==> src/design/dic_cfg.svh <==
`ifndef DIC_CFG_SVH
`define DIC_CFG_SVH

// Channel count
`define DIC_NCH 8

// Register byte offsets
`define DIC_ADR_STATUS 8'h00
`define DIC_ADR_DRV 8'h04
`define DIC_ADR_FIRED 8'h08
`define DIC_ADR_CH_BASE 3'h1

// Channel config fields
`define DIC_CFG_CNT_LSB 0
`define DIC_CFG_CNT_MSB 7
`define DIC_CFG_INV_BIT 8
`define DIC_CFG_LVL_BIT 9
`define DIC_CFG_FN_LSB 12
`define DIC_CFG_FN_MSB 15

// Status fields
`define DIC_ST_PIN_LSB 0
`define DIC_ST_ACT_LSB 8
`define DIC_ST_DRV_BIT 16

// Reset values
`define DIC_CFG_RST 16'h0001
`define DIC_DRV_RST 1'h0

`endif

==> src/design/dic_pkg.sv <==
`default_nettype none
package dic_pkg;
  typedef logic [7:0] dic_chvec_type;
  typedef logic [15:0] dic_cfg_type;
  typedef logic [7:0] dic_cnt_type;
  typedef logic [31:0] dic_word_type;
endpackage
`default_nettype wire

==> src/design/dic_top.sv <==
// Design decisions made here: the address map and the Wishbone interface to the registers.
`include "dic_cfg.svh"
`default_nettype none

// What this block does
// - Eight inputs each get their own conditioning path
// - Input one always acts as drive enable
// - Drive enabled only while input one high
// - Input one function still runs with gating
// - Activate only after counted asserted samples
// - Samples taken on variable background tick
// - Per-channel invert flips active level
// - Edge mode fires on state change
// - Level mode fires every sample while active
// - Each input holds function, count, invert, mode
module dic_top (
  // Clock and reset
  input wire logic clk_i,
  input wire logic rst_i,
  // Wishbone slave
  input wire logic wb_cyc_i,
  input wire logic wb_stb_i,
  input wire logic wb_we_i,
  input wire logic [7:0] wb_adr_i,
  input wire logic [3:0] wb_sel_i,
  input wire dic_pkg::dic_word_type wb_dat_i,
  output logic [31:0] wb_dat_o,
  output logic wb_ack_o,
  // Input pins and background sample strobe
  input wire dic_pkg::dic_chvec_type din_i,
  input wire logic sample_tick_i,
  // Conditioned results
  output logic drive_en_o,
  output dic_pkg::dic_chvec_type ch_active_o,
  output dic_pkg::dic_chvec_type func_fire_o,
  output logic [31:0] func_sel_o
);
  import dic_pkg::*;

  dic_cfg_type ch_cfg_ff [`DIC_NCH];
  dic_cfg_type nxt_ch_cfg [`DIC_NCH];
  logic sw_en_ff;
  logic nxt_sw_en;
  dic_chvec_type fired_ff;
  dic_chvec_type nxt_fired;
  logic ack_ff;
  logic nxt_ack;
  dic_word_type rdat_ff;
  dic_word_type nxt_rdat;
  logic drv_ff;
  logic nxt_drv;
  dic_chvec_type pin_lvl;
  dic_chvec_type act_lvl;
  dic_chvec_type fire_lvl;
  logic wr_stb;
  logic ch_hit;
  logic [2:0] ch_idx;

  function automatic dic_cfg_type merge16(input dic_cfg_type old_v,
                                          input dic_word_type new_v,
                                          input logic [3:0] sel);
    dic_cfg_type r;
    r = old_v;
    if (sel[0]) begin
      r[7:0] = new_v[7:0];
    end
    if (sel[1]) begin
      r[15:8] = new_v[15:8];
    end
    return r;
  endfunction

  assign wr_stb = wb_cyc_i & wb_stb_i & wb_we_i & ack_ff;
  assign ch_hit = (wb_adr_i[7:5] == `DIC_ADR_CH_BASE);
  assign ch_idx = wb_adr_i[4:2];

  // Bus handshake and read mux
  always_comb begin
    nxt_ack = wb_cyc_i & wb_stb_i & ~ack_ff;
    nxt_rdat = rdat_ff;
    if (nxt_ack) begin
      nxt_rdat = 32'h0000_0000;
      if (ch_hit) begin
        nxt_rdat[15:0] = ch_cfg_ff[ch_idx];
      end else begin
        unique case (wb_adr_i)
          `DIC_ADR_STATUS: begin
            nxt_rdat[`DIC_ST_PIN_LSB +: 8] = pin_lvl;
            nxt_rdat[`DIC_ST_ACT_LSB +: 8] = act_lvl;
            nxt_rdat[`DIC_ST_DRV_BIT] = drv_ff;
          end
          `DIC_ADR_DRV: begin
            nxt_rdat[0] = sw_en_ff;
          end
          `DIC_ADR_FIRED: begin
            nxt_rdat[7:0] = fired_ff;
          end
          default: begin
            nxt_rdat = 32'h0000_0000;
          end
        endcase
      end
    end
  end

  always_ff @(posedge clk_i) begin
    if (rst_i) begin
      ack_ff <= 1'h0;
      rdat_ff <= 32'h0000_0000;
    end else begin
      ack_ff <= nxt_ack;
      rdat_ff <= nxt_rdat;
    end
  end

  // Writes land on the edge after ack rises, as ack drops
  always_comb begin
    nxt_sw_en = sw_en_ff;
    nxt_fired = fired_ff;
    for (int i = 0; i < `DIC_NCH; i++) begin
      nxt_ch_cfg[i] = ch_cfg_ff[i];
    end
    if (wr_stb && ch_hit) begin
      nxt_ch_cfg[ch_idx] = merge16(ch_cfg_ff[ch_idx], wb_dat_i, wb_sel_i);
    end
    if (wr_stb && wb_adr_i == `DIC_ADR_DRV && wb_sel_i[0]) begin
      nxt_sw_en = wb_dat_i[0];
    end
    if (wr_stb && wb_adr_i == `DIC_ADR_FIRED && wb_sel_i[0]) begin
      nxt_fired = fired_ff & ~wb_dat_i[7:0];
    end
    // New fire beats a same-cycle clear
    nxt_fired = nxt_fired | fire_lvl;
  end

  always_ff @(posedge clk_i) begin
    if (rst_i) begin
      sw_en_ff <= `DIC_DRV_RST;
      fired_ff <= 8'h00;
      for (int i = 0; i < `DIC_NCH; i++) begin
        ch_cfg_ff[i] <= `DIC_CFG_RST;
      end
    end else begin
      sw_en_ff <= nxt_sw_en;
      fired_ff <= nxt_fired;
      for (int i = 0; i < `DIC_NCH; i++) begin
        ch_cfg_ff[i] <= nxt_ch_cfg[i];
      end
    end
  end

  for (genvar g = 0; g < `DIC_NCH; g++) begin : g_ch
    dic_chan chan_u (
      .clk_i(clk_i),
      .rst_i(rst_i),
      .din_i(din_i[g]),
      .tick_i(sample_tick_i),
      .cfg_i(ch_cfg_ff[g]),
      .pin_o(pin_lvl[g]),
      .act_o(act_lvl[g]),
      .fire_o(fire_lvl[g])
    );
    // Function select passes straight out of the setup word
    assign func_sel_o[4*g +: 4] = ch_cfg_ff[g][`DIC_CFG_FN_MSB:`DIC_CFG_FN_LSB];
  end

  // Synchronised, glitch-filtered level, not inverted or counted, so a drop disables without waiting for ticks
  always_comb begin
    nxt_drv = sw_en_ff & pin_lvl[0];
  end

  always_ff @(posedge clk_i) begin
    if (rst_i) begin
      drv_ff <= 1'h0;
    end else begin
      drv_ff <= nxt_drv;
    end
  end

  assign wb_ack_o = ack_ff;
  assign wb_dat_o = rdat_ff;
  assign drive_en_o = drv_ff;
  assign ch_active_o = act_lvl;
  // channel zero fires like the rest
  assign func_fire_o = fire_lvl;

endmodule

// One conditioning path, instantiated once per channel
module dic_chan (
  // Clock and reset
  input wire logic clk_i,
  input wire logic rst_i,
  // Raw pin and background sample strobe
  input wire logic din_i,
  input wire logic tick_i,
  // Channel setup
  input wire dic_pkg::dic_cfg_type cfg_i,
  // Conditioned results
  output logic pin_o,
  output logic act_o,
  output logic fire_o
);
  import dic_pkg::*;

  logic s1_ff;
  logic s2_ff;
  logic s3_ff;
  logic pin_ff;
  logic nxt_s1;
  logic nxt_s2;
  logic nxt_s3;
  logic nxt_pin;
  dic_cnt_type cnt_ff;
  dic_cnt_type nxt_cnt;
  dic_cnt_type thr;
  logic act_ff;
  logic nxt_act;
  logic fire_ff;
  logic nxt_fire;
  logic smp;

  // Change accepted once stages two and three agree
  // A one-cycle glitch never sits in both, so it is dropped
  always_comb begin
    nxt_s1 = din_i;
    nxt_s2 = s1_ff;
    nxt_s3 = s2_ff;
    nxt_pin = pin_ff;
    if (s2_ff == s3_ff) begin
      nxt_pin = s3_ff;
    end
  end

  always_ff @(posedge clk_i) begin
    if (rst_i) begin
      s1_ff <= 1'h0;
      s2_ff <= 1'h0;
      s3_ff <= 1'h0;
      pin_ff <= 1'h0;
    end else begin
      s1_ff <= nxt_s1;
      s2_ff <= nxt_s2;
      s3_ff <= nxt_s3;
      pin_ff <= nxt_pin;
    end
  end

  always_comb begin
    thr = cfg_i[`DIC_CFG_CNT_MSB:`DIC_CFG_CNT_LSB];
    // Zero count behaves as one sample
    if (thr == 8'h00) begin
      thr = 8'h01;
    end
    smp = pin_ff ^ cfg_i[`DIC_CFG_INV_BIT];
    // Count saturates at the threshold, never wraps
    nxt_cnt = cnt_ff;
    nxt_act = act_ff;
    nxt_fire = 1'h0;
    if (tick_i) begin
      if (!smp) begin
        nxt_cnt = 8'h00;
        nxt_act = 1'h0;
      end else if (cnt_ff < thr) begin
        nxt_cnt = cnt_ff + 8'h01;
      end
      if (smp && nxt_cnt >= thr) begin
        nxt_act = 1'h1;
      end
      if (cfg_i[`DIC_CFG_LVL_BIT]) begin
        nxt_fire = nxt_act;
      end else begin
        nxt_fire = nxt_act ^ act_ff;
      end
    end
  end

  always_ff @(posedge clk_i) begin
    if (rst_i) begin
      cnt_ff <= 8'h00;
      act_ff <= 1'h0;
      fire_ff <= 1'h0;
    end else begin
      cnt_ff <= nxt_cnt;
      act_ff <= nxt_act;
      fire_ff <= nxt_fire;
    end
  end

  assign pin_o = pin_ff;
  assign act_o = act_ff;
  assign fire_o = fire_ff;
endmodule

`default_nettype wire

==> config.mk <==
export PLATFORM = sky130hd
export DESIGN_NAME = dic_top
export DESIGN_NICKNAME = d
export VERILOG_FILES = /design/src/design/dic_pkg.sv /design/src/design/dic_top.sv
export VERILOG_INCLUDE_DIRS = /design/src /design/src/design
export SDC_FILE = /design/constraint.sdc
export NUM_CORES = 1
export LEC_CHECK = 0
export BUFFER_PORTS_ARGS = -buffer_cell sky130_fd_sc_hd__buf_4
export CAP_MARGIN = 25
export CORE_MARGIN = 3
export CORE_UTILIZATION = 35
export DETAILED_ROUTE_END_ITERATION = 7
export GPL_ROUTABILITY_DRIVEN = 0
export PLACE_DENSITY_LB_ADDON = 0.3
export SETUP_SLACK_MARGIN = 0.15
export SYNTH_ARGS = -nofsm -noshare
export SYNTH_HDL_FRONTEND = slang
export SYNTH_HIERARCHICAL = 1
export SYNTH_SLANG_ARGS = --single-unit
==> constraint.sdc <==
create_clock -name clk_i -period 8.6 [get_ports clk_i]
set_input_delay 1.72 -clock clk_i [delete_from_list [all_inputs] [get_ports clk_i]]
set_output_delay 1.72 -clock clk_i [all_outputs]
set_load 0.005 [all_outputs]
==> metrics.txt, run 1 <==
first-pass GRT wire length=just over 80 mm; mapped cell area=about 17000 sq um; Hold-fix buffers, CTS=0; largest area contributor in the netlist=dfxtp_1; Vias/cell=approximately 5.7; vias in the first global route=~15000; Worst Slack Setup Final=4.633 ns; TritonCTS sink count=268; Max-slew headroom=23.45%; number of remaining DRC errors=0; ys flop type=dfxtp_1; Synth top area share=31.30%; post-placement worst setup slack=roughly 4.2 ns; Detailed Place HPWL=~38 mm; initial antenna violation count=0; detailed-route via count=15430; Final Slew Violations=0; most frequent cell after synthesis=dfxtp_1; core area=48050 sq um; Port Buf Inserts=106; post_cts resized=0; RSZ-0062 raised after global routing=false; Setup-failing EPs final=0; die footprint=51670 sq um; number of synthesized flops with an enable pin=0; 1st-pass router iterations=7; largest net degree at the start of global routing=142; drt initial violations=1232; Starting Density=35.68%; Critical Path Start Type=input pin; Worst IR Drop VDD=0.1516 mV; CP required=approximately 9.0 ns; Seq/Total Area, Yosys=31.30%; Top Ports=140; std cell rows=80; DIE WIDTH=227.3 um; final instance area=about 19000 sq um; CTS tree=done; Tmin final=3.967 ns; Worst setup EP type=flip-flop; DR WL/cell=19.46 um; Worst-path clk slew=approximately 0.060 ns; total track usage=19.90%; gr ovfl total=0; synth cell count leaders=dfxtp_1 (268), nor2_1 (192), inv_1 (143); Synth area leaders=dfxtp_1 (31%), ha_1 (9.3%), a211oi_1 (5.6%), nor2_1 (4.2%), mux2i_1 (3.4%); fraction of layout cells with a size suffix above 1=12.17%; period utilisation layout=a little under half; Least-Margin Pin Slew=1.143 ns; Max-cap violations=0; Critical Path AT=4.37 ns; deepest clock path buffer count=3; placed cell area=18040 sq um; Syn. warnings=6; outcome=completed; setup TNS=0 ns; CTS Buf Count=31; ys async rst share=0%; post-synthesis cell type count=approximately 60; Worst Path Max Fanout=33; Hold Violations, Final=0; Hold WS=approximately 0.44 ns; Final nets=2258; Setup Buffers After CTS=0; H-Tree Depth=1; pwr dens=147.5 nW/um^2; syn_area_per_cell=8.354 sq um; Hold WC Path Type=flip-flop to flip-flop; area delta synth->final=11.55%; gate count after technology mapping=between 2000 and 2500; P_leak=6.905 nW; diode count=0; Die H=227.3 um; DRT Wirelength=between 50 and 60 mm; clock skew=0.01708 ns; Root Driver=clkbuf_16; Yosys reg bits=around 270; Final ANT Viol Nets=0; Crit Path Class=input pin to flip-flop; clk_lat worst skew=0.58 ns; Fmax=between 0.2 and 0.3 GHz
-- cell type report --
type	count	area (sq um)
fillers	4842	28920
multi-input cells	1500	10410
flip-flops and latches	268	5365
repair buffers	128	972.2
clock buffers	41	873.3
well taps	615	769.5
inverters	143	536.8
clock inverters	15	193.9
-- worst paths after layout --
path,from,to,slack (ns),depth (start not counted)
setup reg to reg,ch_cfg_ff[4][2],g_ch[4].chan_u/act_o,5.12,12
hold / removal,g_ch[1].chan_u/nxt_s2,g_ch[1].chan_u/nxt_s3,0.44,1
hold reg to reg,g_ch[1].chan_u/nxt_s2,g_ch[1].chan_u/nxt_s3,0.44,1
setup / recovery,wb_adr_i[3],ch_cfg_ff[0][14],4.63,5
-- report_power, final --
part           switching (mW)  internal, mW
Sequential            0.00579          1.25
Clock                   0.560         0.832
Combinational           0.114        0.0578
-- cell families (layout without fill, tap and decap cells) --
logic type | count (synthesis) | count (layout) | share of synthesized area (%)
adders and majority gates | 128 | 128 | 9.342
AOI/OAI and AO/OA | 515 | 515 | 21.45
and+or+nand+nor | 740 | 740 | 23.73
other | 1 | 15 | 0.02188
xor gates and xnor gates | 32 | 32 | 1.635
muxes | 70 | 70 | 4.241
DFF | 268 | 268 | 31.30
buffers and inverters | 298 | 327 | 8.284
-- layer usage --
layer  wire [um]  up-vias  GRT usage [%]
met5           0        -              0
met4        1428        0          6.012
met3        3436       84          3.121
met2       23570      457          31.98
met1       24300     7344          27.58
li1            -     7543              -
-- critical path, cell delays in order --
cell and delay [ns]:
buf_4 0.24, nor2_1 0.87, a22oi_1 0.32, a31oi_1 0.99
a211oi_1 0.20
-- per-stage QoR --
step	util, %	power [mW]	instances
after floorplan	-	1.386	2066
after global placement	37.51	1.449	2650
after detailed placement	37.55	1.452	2652
after CTS	39.77	2.855	2708
after global routing	39.80	2.910	2710
final	39.80	2.820	2710
-- flip-flops by register name, summed over array words and instances, names as in the netlist, 8 cells and up --
register / flops
ch_cfg_ff: 128
g_ch.chan_u/fire_o: 8
g_ch.chan_u/cnt_ff: 64
g_ch.chan_u/nxt_s3: 8
fired_ff: 8
wb_dat_o: 17
g_ch.chan_u/act_o: 8
g_ch.chan_u/nxt_s2: 8
g_ch.chan_u/s3_ff: 8
g_ch.chan_u/pin_o: 8
-- layout by cell type (no fill, tap or decap), types with 25 or more instances in the layout --
cell type | synthesis | final
o211ai_1 | 26 | 26
o21ai_0 | 48 | 48
nor2_1 | 192 | 191
nand2b_1 | 82 | 82
a22oi_1 | 28 | 28
nor2b_1 | 27 | 27
and3_1 | 32 | 32
a21oi_1 | 61 | 61
inv_1 | 143 | 143
clkbuf_16 | 0 | 31
or3_1 | 41 | 41
mux2i_1 | 58 | 58
buf_4 | 51 | 125
nand3_1 | 89 | 89
or4_1 | 26 | 26
ha_1 | 128 | 128
a211oi_1 | 127 | 127
dfxtp_1 | 268 | 268
a31oi_1 | 79 | 79
nand2_1 | 96 | 96
nor3_1 | 25 | 25
Note: power is estimated with default switching activity, not from simulation.
==> inputs of run 2 (changes only) <==
==> constraint.sdc (replaced) <==
create_clock -name clk_i -period 4.2 [get_ports clk_i]
set_input_delay 0.84 -clock clk_i [delete_from_list [all_inputs] [get_ports clk_i]]
set_output_delay 0.84 -clock clk_i [all_outputs]
set_load 0.005 [all_outputs]
==> metrics.txt, run 2 (synthesis gave the netlist of run 1 again) <==
R2R Setup Slk=0.72 ns (-4.40 ns); Final ANT Viol Nets=0 (unchanged); Cell Chain, Critical Path=inv_1 > ha_1 > or4_4 > o21bai_1 > a21oi_1 > a211o_2 > ha_1 > nand2b_1 > a21o_1 > a21o_1 > a41oi_1 > o32ai_1; clk_lat worst skew=0.54 ns (-0.04 ns); Critical Path AT=3.85 ns (-0.52 ns); Die H=227.3 um (unchanged); vias in the first global route=14660 (-0.38%); setup TNS=0 ns (unchanged); deepest clock path buffer count=3 (unchanged); Max-cap violations=0 (unchanged); Hold WC Path Type=flip-flop to flip-flop; Hold-fix buffers, CTS=0 (unchanged); DRT Wirelength=53.28 mm (+1.0%); period utilisation layout=82.80%; TritonCTS sink count=268 (unchanged); fillers=4863 (+0.43%); Crit Path Class=flip-flop to flip-flop; Worst-path clk slew=0.06 ns (about the same); drt initial violations=1242 (+0.81%); P_leak=7.060 nW (+2.2%); gr ovfl total=0 (unchanged); H-Tree Depth=2 (+1); Min-Delay Startpoint=g_ch[1].chan_u/nxt_s2; Tmin final=3.477 ns; Setup-failing EPs final=0 (unchanged); Worst IR Drop VDD=0.1998 mV (+32%); GR Layer Usage met3=3.133% (+0.013 points); DR WL/cell=19.46 um (about the same); core area=48050 sq um (unchanged); Final nets=2283 (+1.1%); Root Driver=clkbuf_16; commonest non-fill, non-tap cell in the layout=dfxtp_1; Hold Violations, Final=0 (unchanged); Critical Path Start Type=flip-flop; hold depth=1 (unchanged); Fmax=~0.29 GHz; std cell rows=80 (unchanged); max reg flops=128 (unchanged); Worst Path Max Fanout=5 (-85%); die footprint=51670 sq um (unchanged); Detailed Place HPWL=39.06 mm (+1.8%); Final Total Pwr=5.965 mW (+110%); WHS Endpoint=g_ch[1].chan_u/nxt_s3; outcome=completed; Final Slew Violations=0 (unchanged); CP required=4.57 ns (-4.43 ns); most frequent cells in the layout=dfxtp_1 (268), nor2_1 (191), buf_4 (147); pwr dens=307.5 nW/um^2 (+110%); R2R depth=12 (unchanged); Starting Density=35.68% (unchanged); total track usage=20.27% (+0.37 points); CTS Buf Count=34 (+9.7%); number of remaining DRC errors=0 (unchanged); met1 Track Usage GR=29.06% (+1.5 points); RSZ-0062 raised after global routing=false; area delta synth->final=13.17%; Vias/cell=5.734 (+0.71%); Top Ports=140 (unchanged); met2 usage=31.91% (-0.078 points); Worst R2R End=g_ch[4].chan_u/act_o; Biggest register=ch_cfg_ff; initial antenna violation count=0 (unchanged); clock skew=0.02477 ns (+0.007697 ns); GRT Max-Usage Layer=met2; 1st-pass router iterations=6 (-1); CTS tree=done; first-pass GRT wire length=83.10 mm (+0.46%); Worst setup EP type=flip-flop; post_cts resized=0 (unchanged); largest net degree at the start of global routing=119 (-16%); Setup Buffers After CTS=0 (unchanged); DIE WIDTH=227.3 um (unchanged); fraction of layout cells with a size suffix above 1=13.20% (+1.0 points); Least-Margin Pin Slew=1.133 ns (-0.01033 ns); Port Buf Inserts=106 (unchanged); Worst path max stage delay=0.50 ns (-0.49 ns); CP max stage cell=dfxtp_1; Max-slew headroom=24.14% (+0.69 points); detailed-route via count=15690 (+1.7%); Critical R2R Launch=ch_cfg_ff[4][2]
## run 2: worst max-delay path by stage
stage / start / to / cells past startpoint
floorplan: ch_cfg_ff[5][1] / g_ch[5].chan_u/act_o / 12
global placement: ch_cfg_ff[4][2] / g_ch[4].chan_u/act_o / 12
detailed placement: ch_cfg_ff[4][2] / g_ch[4].chan_u/act_o / 12
CTS: ch_cfg_ff[4][2] / g_ch[4].chan_u/act_o / 12
global route: ch_cfg_ff[4][2] / g_ch[4].chan_u/act_o / 12
finish: ch_cfg_ff[4][2] / g_ch[4].chan_u/act_o / 12
## run 2: layout make-up
type / count / area (sq um) / area share [%]
antenna: 1 / 2.502 / 0.01290
clock buffer: 44 / 949.7 / 4.895
clock inverter: 16 / 197.7 / 1.019
inverter: 143 / 536.8 / 2.767
multi-input combinational: 1500 / 10410 / 53.67
sequential: 268 / 5365 / 27.66
tap: 615 / 769.5 / 3.966
timing repair buffer: 150 / 1166 / 6.011
## run 2: power by group
part	switching, mW	internal, mW
Sequential	0.0111	2.56
Clock	1.17	1.85
Combinational	0.239	0.131
Total	1.42	4.54
## run 2: worst max-delay path: cells and delay by family (launching register included)
kind	cells	cell delay [ns]
buffers and inverters	1	0.12
AO/OA/AOI/OAI	7	1.59
adder cells (fa/ha/maj)	2	0.49
flip-flops	1	0.50
AND/OR/NAND/NOR	2	0.63
## run 2: layer usage
metal  vias to the layer above  share of wire (%)
met4                         0                2.2
met5                         -                  0
met2                       478                 44
li1                       7596                  -
met1                      7546                 46
met3                        73                7.1
## run 2: through the flow
stage / instance area, sq um / utilization [%] / worst slack, ns / instances / hold WS (ns)
2_1_floorplan: 17200 / - / 1.242 / 2066 / 0.4138
3_3_place_gp: 18220 / 37.93 / 0.8338 / 2675 / 0.4176
3_5_place_dp: 18250 / 37.98 / 0.7927 / 2676 / 0.4231
4_1_cts: 19400 / 40.37 / 0.7679 / 2736 / 0.4445
5_1_grt: 19400 / 40.37 / 0.5214 / 2736 / 0.4603
6_report: 19400 / 40.38 / 0.7226 / 2737 / 0.4373
==> inputs of run 3 (changes only) <==
==> constraint.sdc (replaced) <==
create_clock -name clk_i -period 3.3 [get_ports clk_i]
set_input_delay 0.66 -clock clk_i [delete_from_list [all_inputs] [get_ports clk_i]]
set_output_delay 0.66 -clock clk_i [all_outputs]
set_load 0.005 [all_outputs]
==> metrics.txt, run 3 (synthesis gave the netlist of run 1 again) <==
outcome=completed; initial antenna violation count=1 (+1); Root Driver=clkbuf_16; Biggest register=ch_cfg_ff; Vias/cell=5.657 (-1.3%); met2 usage=32.84% (+0.94 points); clk_lat worst skew=0.57 ns (+0.03 ns); Top Ports=140 (unchanged); commonest non-fill, non-tap cell in the layout=dfxtp_1; std cell rows=80 (unchanged); area delta synth->final=17.76%; R2R depth=12 (unchanged); deepest clock path buffer count=3 (unchanged); first-pass GRT wire length=83.35 mm (+0.29%); fin cells=2822 (+3.1%); Worst Path Max Fanout=5 (unchanged); most frequent cells in the layout=dfxtp_1 (256), buf_4 (235), nor2_1 (191); area of the multi-input gates=10620 sq um (+1.9%); largest net degree at the start of global routing=90 (-24%); Hold WC Path Type=input pin to flip-flop; Port Buf Inserts=106 (unchanged); H-Tree Depth=1 (-1); max reg flops=128 (unchanged); DIE WIDTH=227.3 um (unchanged); P_sw=1.761 mW (+24%); Critical Path AT=3.59 ns (-0.26 ns); setup TNS=0 ns (unchanged); clock network fraction of design power=49.1% (-1.6 points); part of the power in registers=44.3% (+1.2 points); Reg area=5380 sq um (+0.28%); TritonCTS sink count=268 (unchanged); hold depth=2 (+1); Worst IR Drop VDD=0.3487 mV (+74%); met1 Track Usage GR=27.06% (-2.0 points); Critical Path Start Type=flip-flop; Setup-failing EPs final=0 (unchanged); Comb pwr share=6.5% (+0.3 points); Worst setup EP type=flip-flop; placed cell count=2752 (+2.8%); GRT Max-Usage Layer=met2; P_leak=7.506 nW (+6.3%); DR WL/cell=19.29 um (-0.89%); Die H=227.3 um (unchanged); pwr dens=366.1 nW/um^2 (+19%); fraction of layout cells with a size suffix above 1=18.64% (+5.4 points); total track usage=20.20% (-0.073 points); Internal Power=5.630 mW (+24%); Max-cap violations=0 (unchanged); RSZ-0062 raised after global routing=true; 1st-pass router iterations=5 (-1); CTS Buf Count=31 (-8.8%); Starting Density=35.68% (unchanged); number of remaining DRC errors=0 (unchanged); Tmin final=3.139 ns (-0.3384 ns); Final ANT Viol Nets=0 (unchanged); CTS tree=done; Worst Slack Setup Final=0.1610 ns (-0.5616 ns); Hold Violations, Final=0 (unchanged); core area=48050 sq um (unchanged); Worst-path clk slew=0.06 ns (about the same); CP required=3.75 ns (-0.82 ns); Fmax=0.3186 GHz (+11%); Detailed Place HPWL=40.86 mm (+4.6%); fillers=4835 (-0.58%); post-placement worst setup slack=0.1173 ns (-0.6754 ns); period utilisation layout=95.12% (+12 points); vias in the first global route=15020 (+2.5%); drt initial violations=1314 (+5.8%); sw frac=23.83% (-0.053 points); detailed-route via count=15960 (+1.7%); Max-slew headroom=36.24% (+12 points); GR Layer Usage met3=4.255% (+1.1 points); die footprint=51670 sq um (unchanged); clock skew=0.009380 ns (-0.01539 ns); Crit Path Class=flip-flop to flip-flop; DRT Wirelength=54.44 mm (+2.2%); gr ovfl total=0 (unchanged); Final nets=2367 (+3.7%); Least-Margin Pin Slew=0.9530 ns (-0.1797 ns); Final Slew Violations=0 (unchanged)
==> run 3: cell count changes in the layout (fill, tap and decap cells not counted), sizes merged <==
cell,before,now
buf,150,237
diode,1,2
clkinvlp,4,2
clkbuf,44,43
==> run 3: final timing paths <==
path / from / to / slack, ns
max: ch_cfg_ff[4][4] / g_ch[4].chan_u/act_o / 0.16
min: din_i[1] / g_ch[1].chan_u/nxt_s2 / 0.30
max reg2reg: ch_cfg_ff[4][4] / g_ch[4].chan_u/act_o / 0.16
min reg2reg: g_ch[3].chan_u/nxt_s2 / g_ch[3].chan_u/nxt_s3 / 0.43
==> run 3: critical path, cell delays in order (launching register included) <==
cell and delay [ns]:
dfxtp_1 0.45, inv_1 0.12, ha_1 0.30, nand4_1 0.08
a211o_1 0.33, and2_1 0.19, a211o_2 0.33, ha_1 0.26
nand2b_1 0.14, a21o_1 0.18, a21o_1 0.19, a41oi_1 0.30
o32ai_1 0.13
==> run 3: final cells by class <==
cell class,count,area share [%]
Clock buffer,43,4.413
Inverter,143,2.659
Timing Repair Buffer,237,8.913
Antenna cell,2,0.02479
Tap cell,615,3.812
Clock inverter,14,0.9421
Multi-Input combinational cell,1500,52.58
Sequential cell,268,26.65
==> run 3: metrics by stage <==
| stage | total power [mW] | util [%] | hold WS (ns) | instance area [sq um] |
|---|---|---|---|---|
| after floorplan | 3.612 | - | 0.4138 | 17200 |
| after global placement | 3.817 | 39.13 | 0.4207 | 18800 |
| after detailed placement | 3.821 | 39.13 | 0.4234 | 18800 |
| after CTS | 7.448 | 41.38 | 0.2776 | 19880 |
| after global routing | 7.621 | 42.01 | 0.2759 | 20180 |
| final | 7.391 | 42.02 | 0.2969 | 20190 |
==> run 3: power by group through the flow <==
stage	registers [mW]	clock network (mW)	logic [mW]
2_1_floorplan	3.34	0	0.269
3_3_place_gp	3.35	0	0.471
3_5_place_dp	3.35	0	0.473
4_1_cts	3.28	3.70	0.475
5_1_grt	3.28	3.83	0.514
6_report	3.27	3.63	0.484
==> run 3: per-layer routing <==
metal | up-vias | wire (um)
li1 | 7767 | -
met1 | 7607 | 24500
met2 | 496 | 24570
met3 | 94 | 3942
met4 | 0 | 1428
met5 | - | 0
==> run 3: what timing repair did <==
item | in CTS | in global routing
setup endpoints to repair | 8 | 16
hold buffers | 0 | 0
resized for setup | 5 | 53
setup buffers | 0 | 11
endpoints found under the hold margin | 0 | 0
pin swaps | 1 | 12
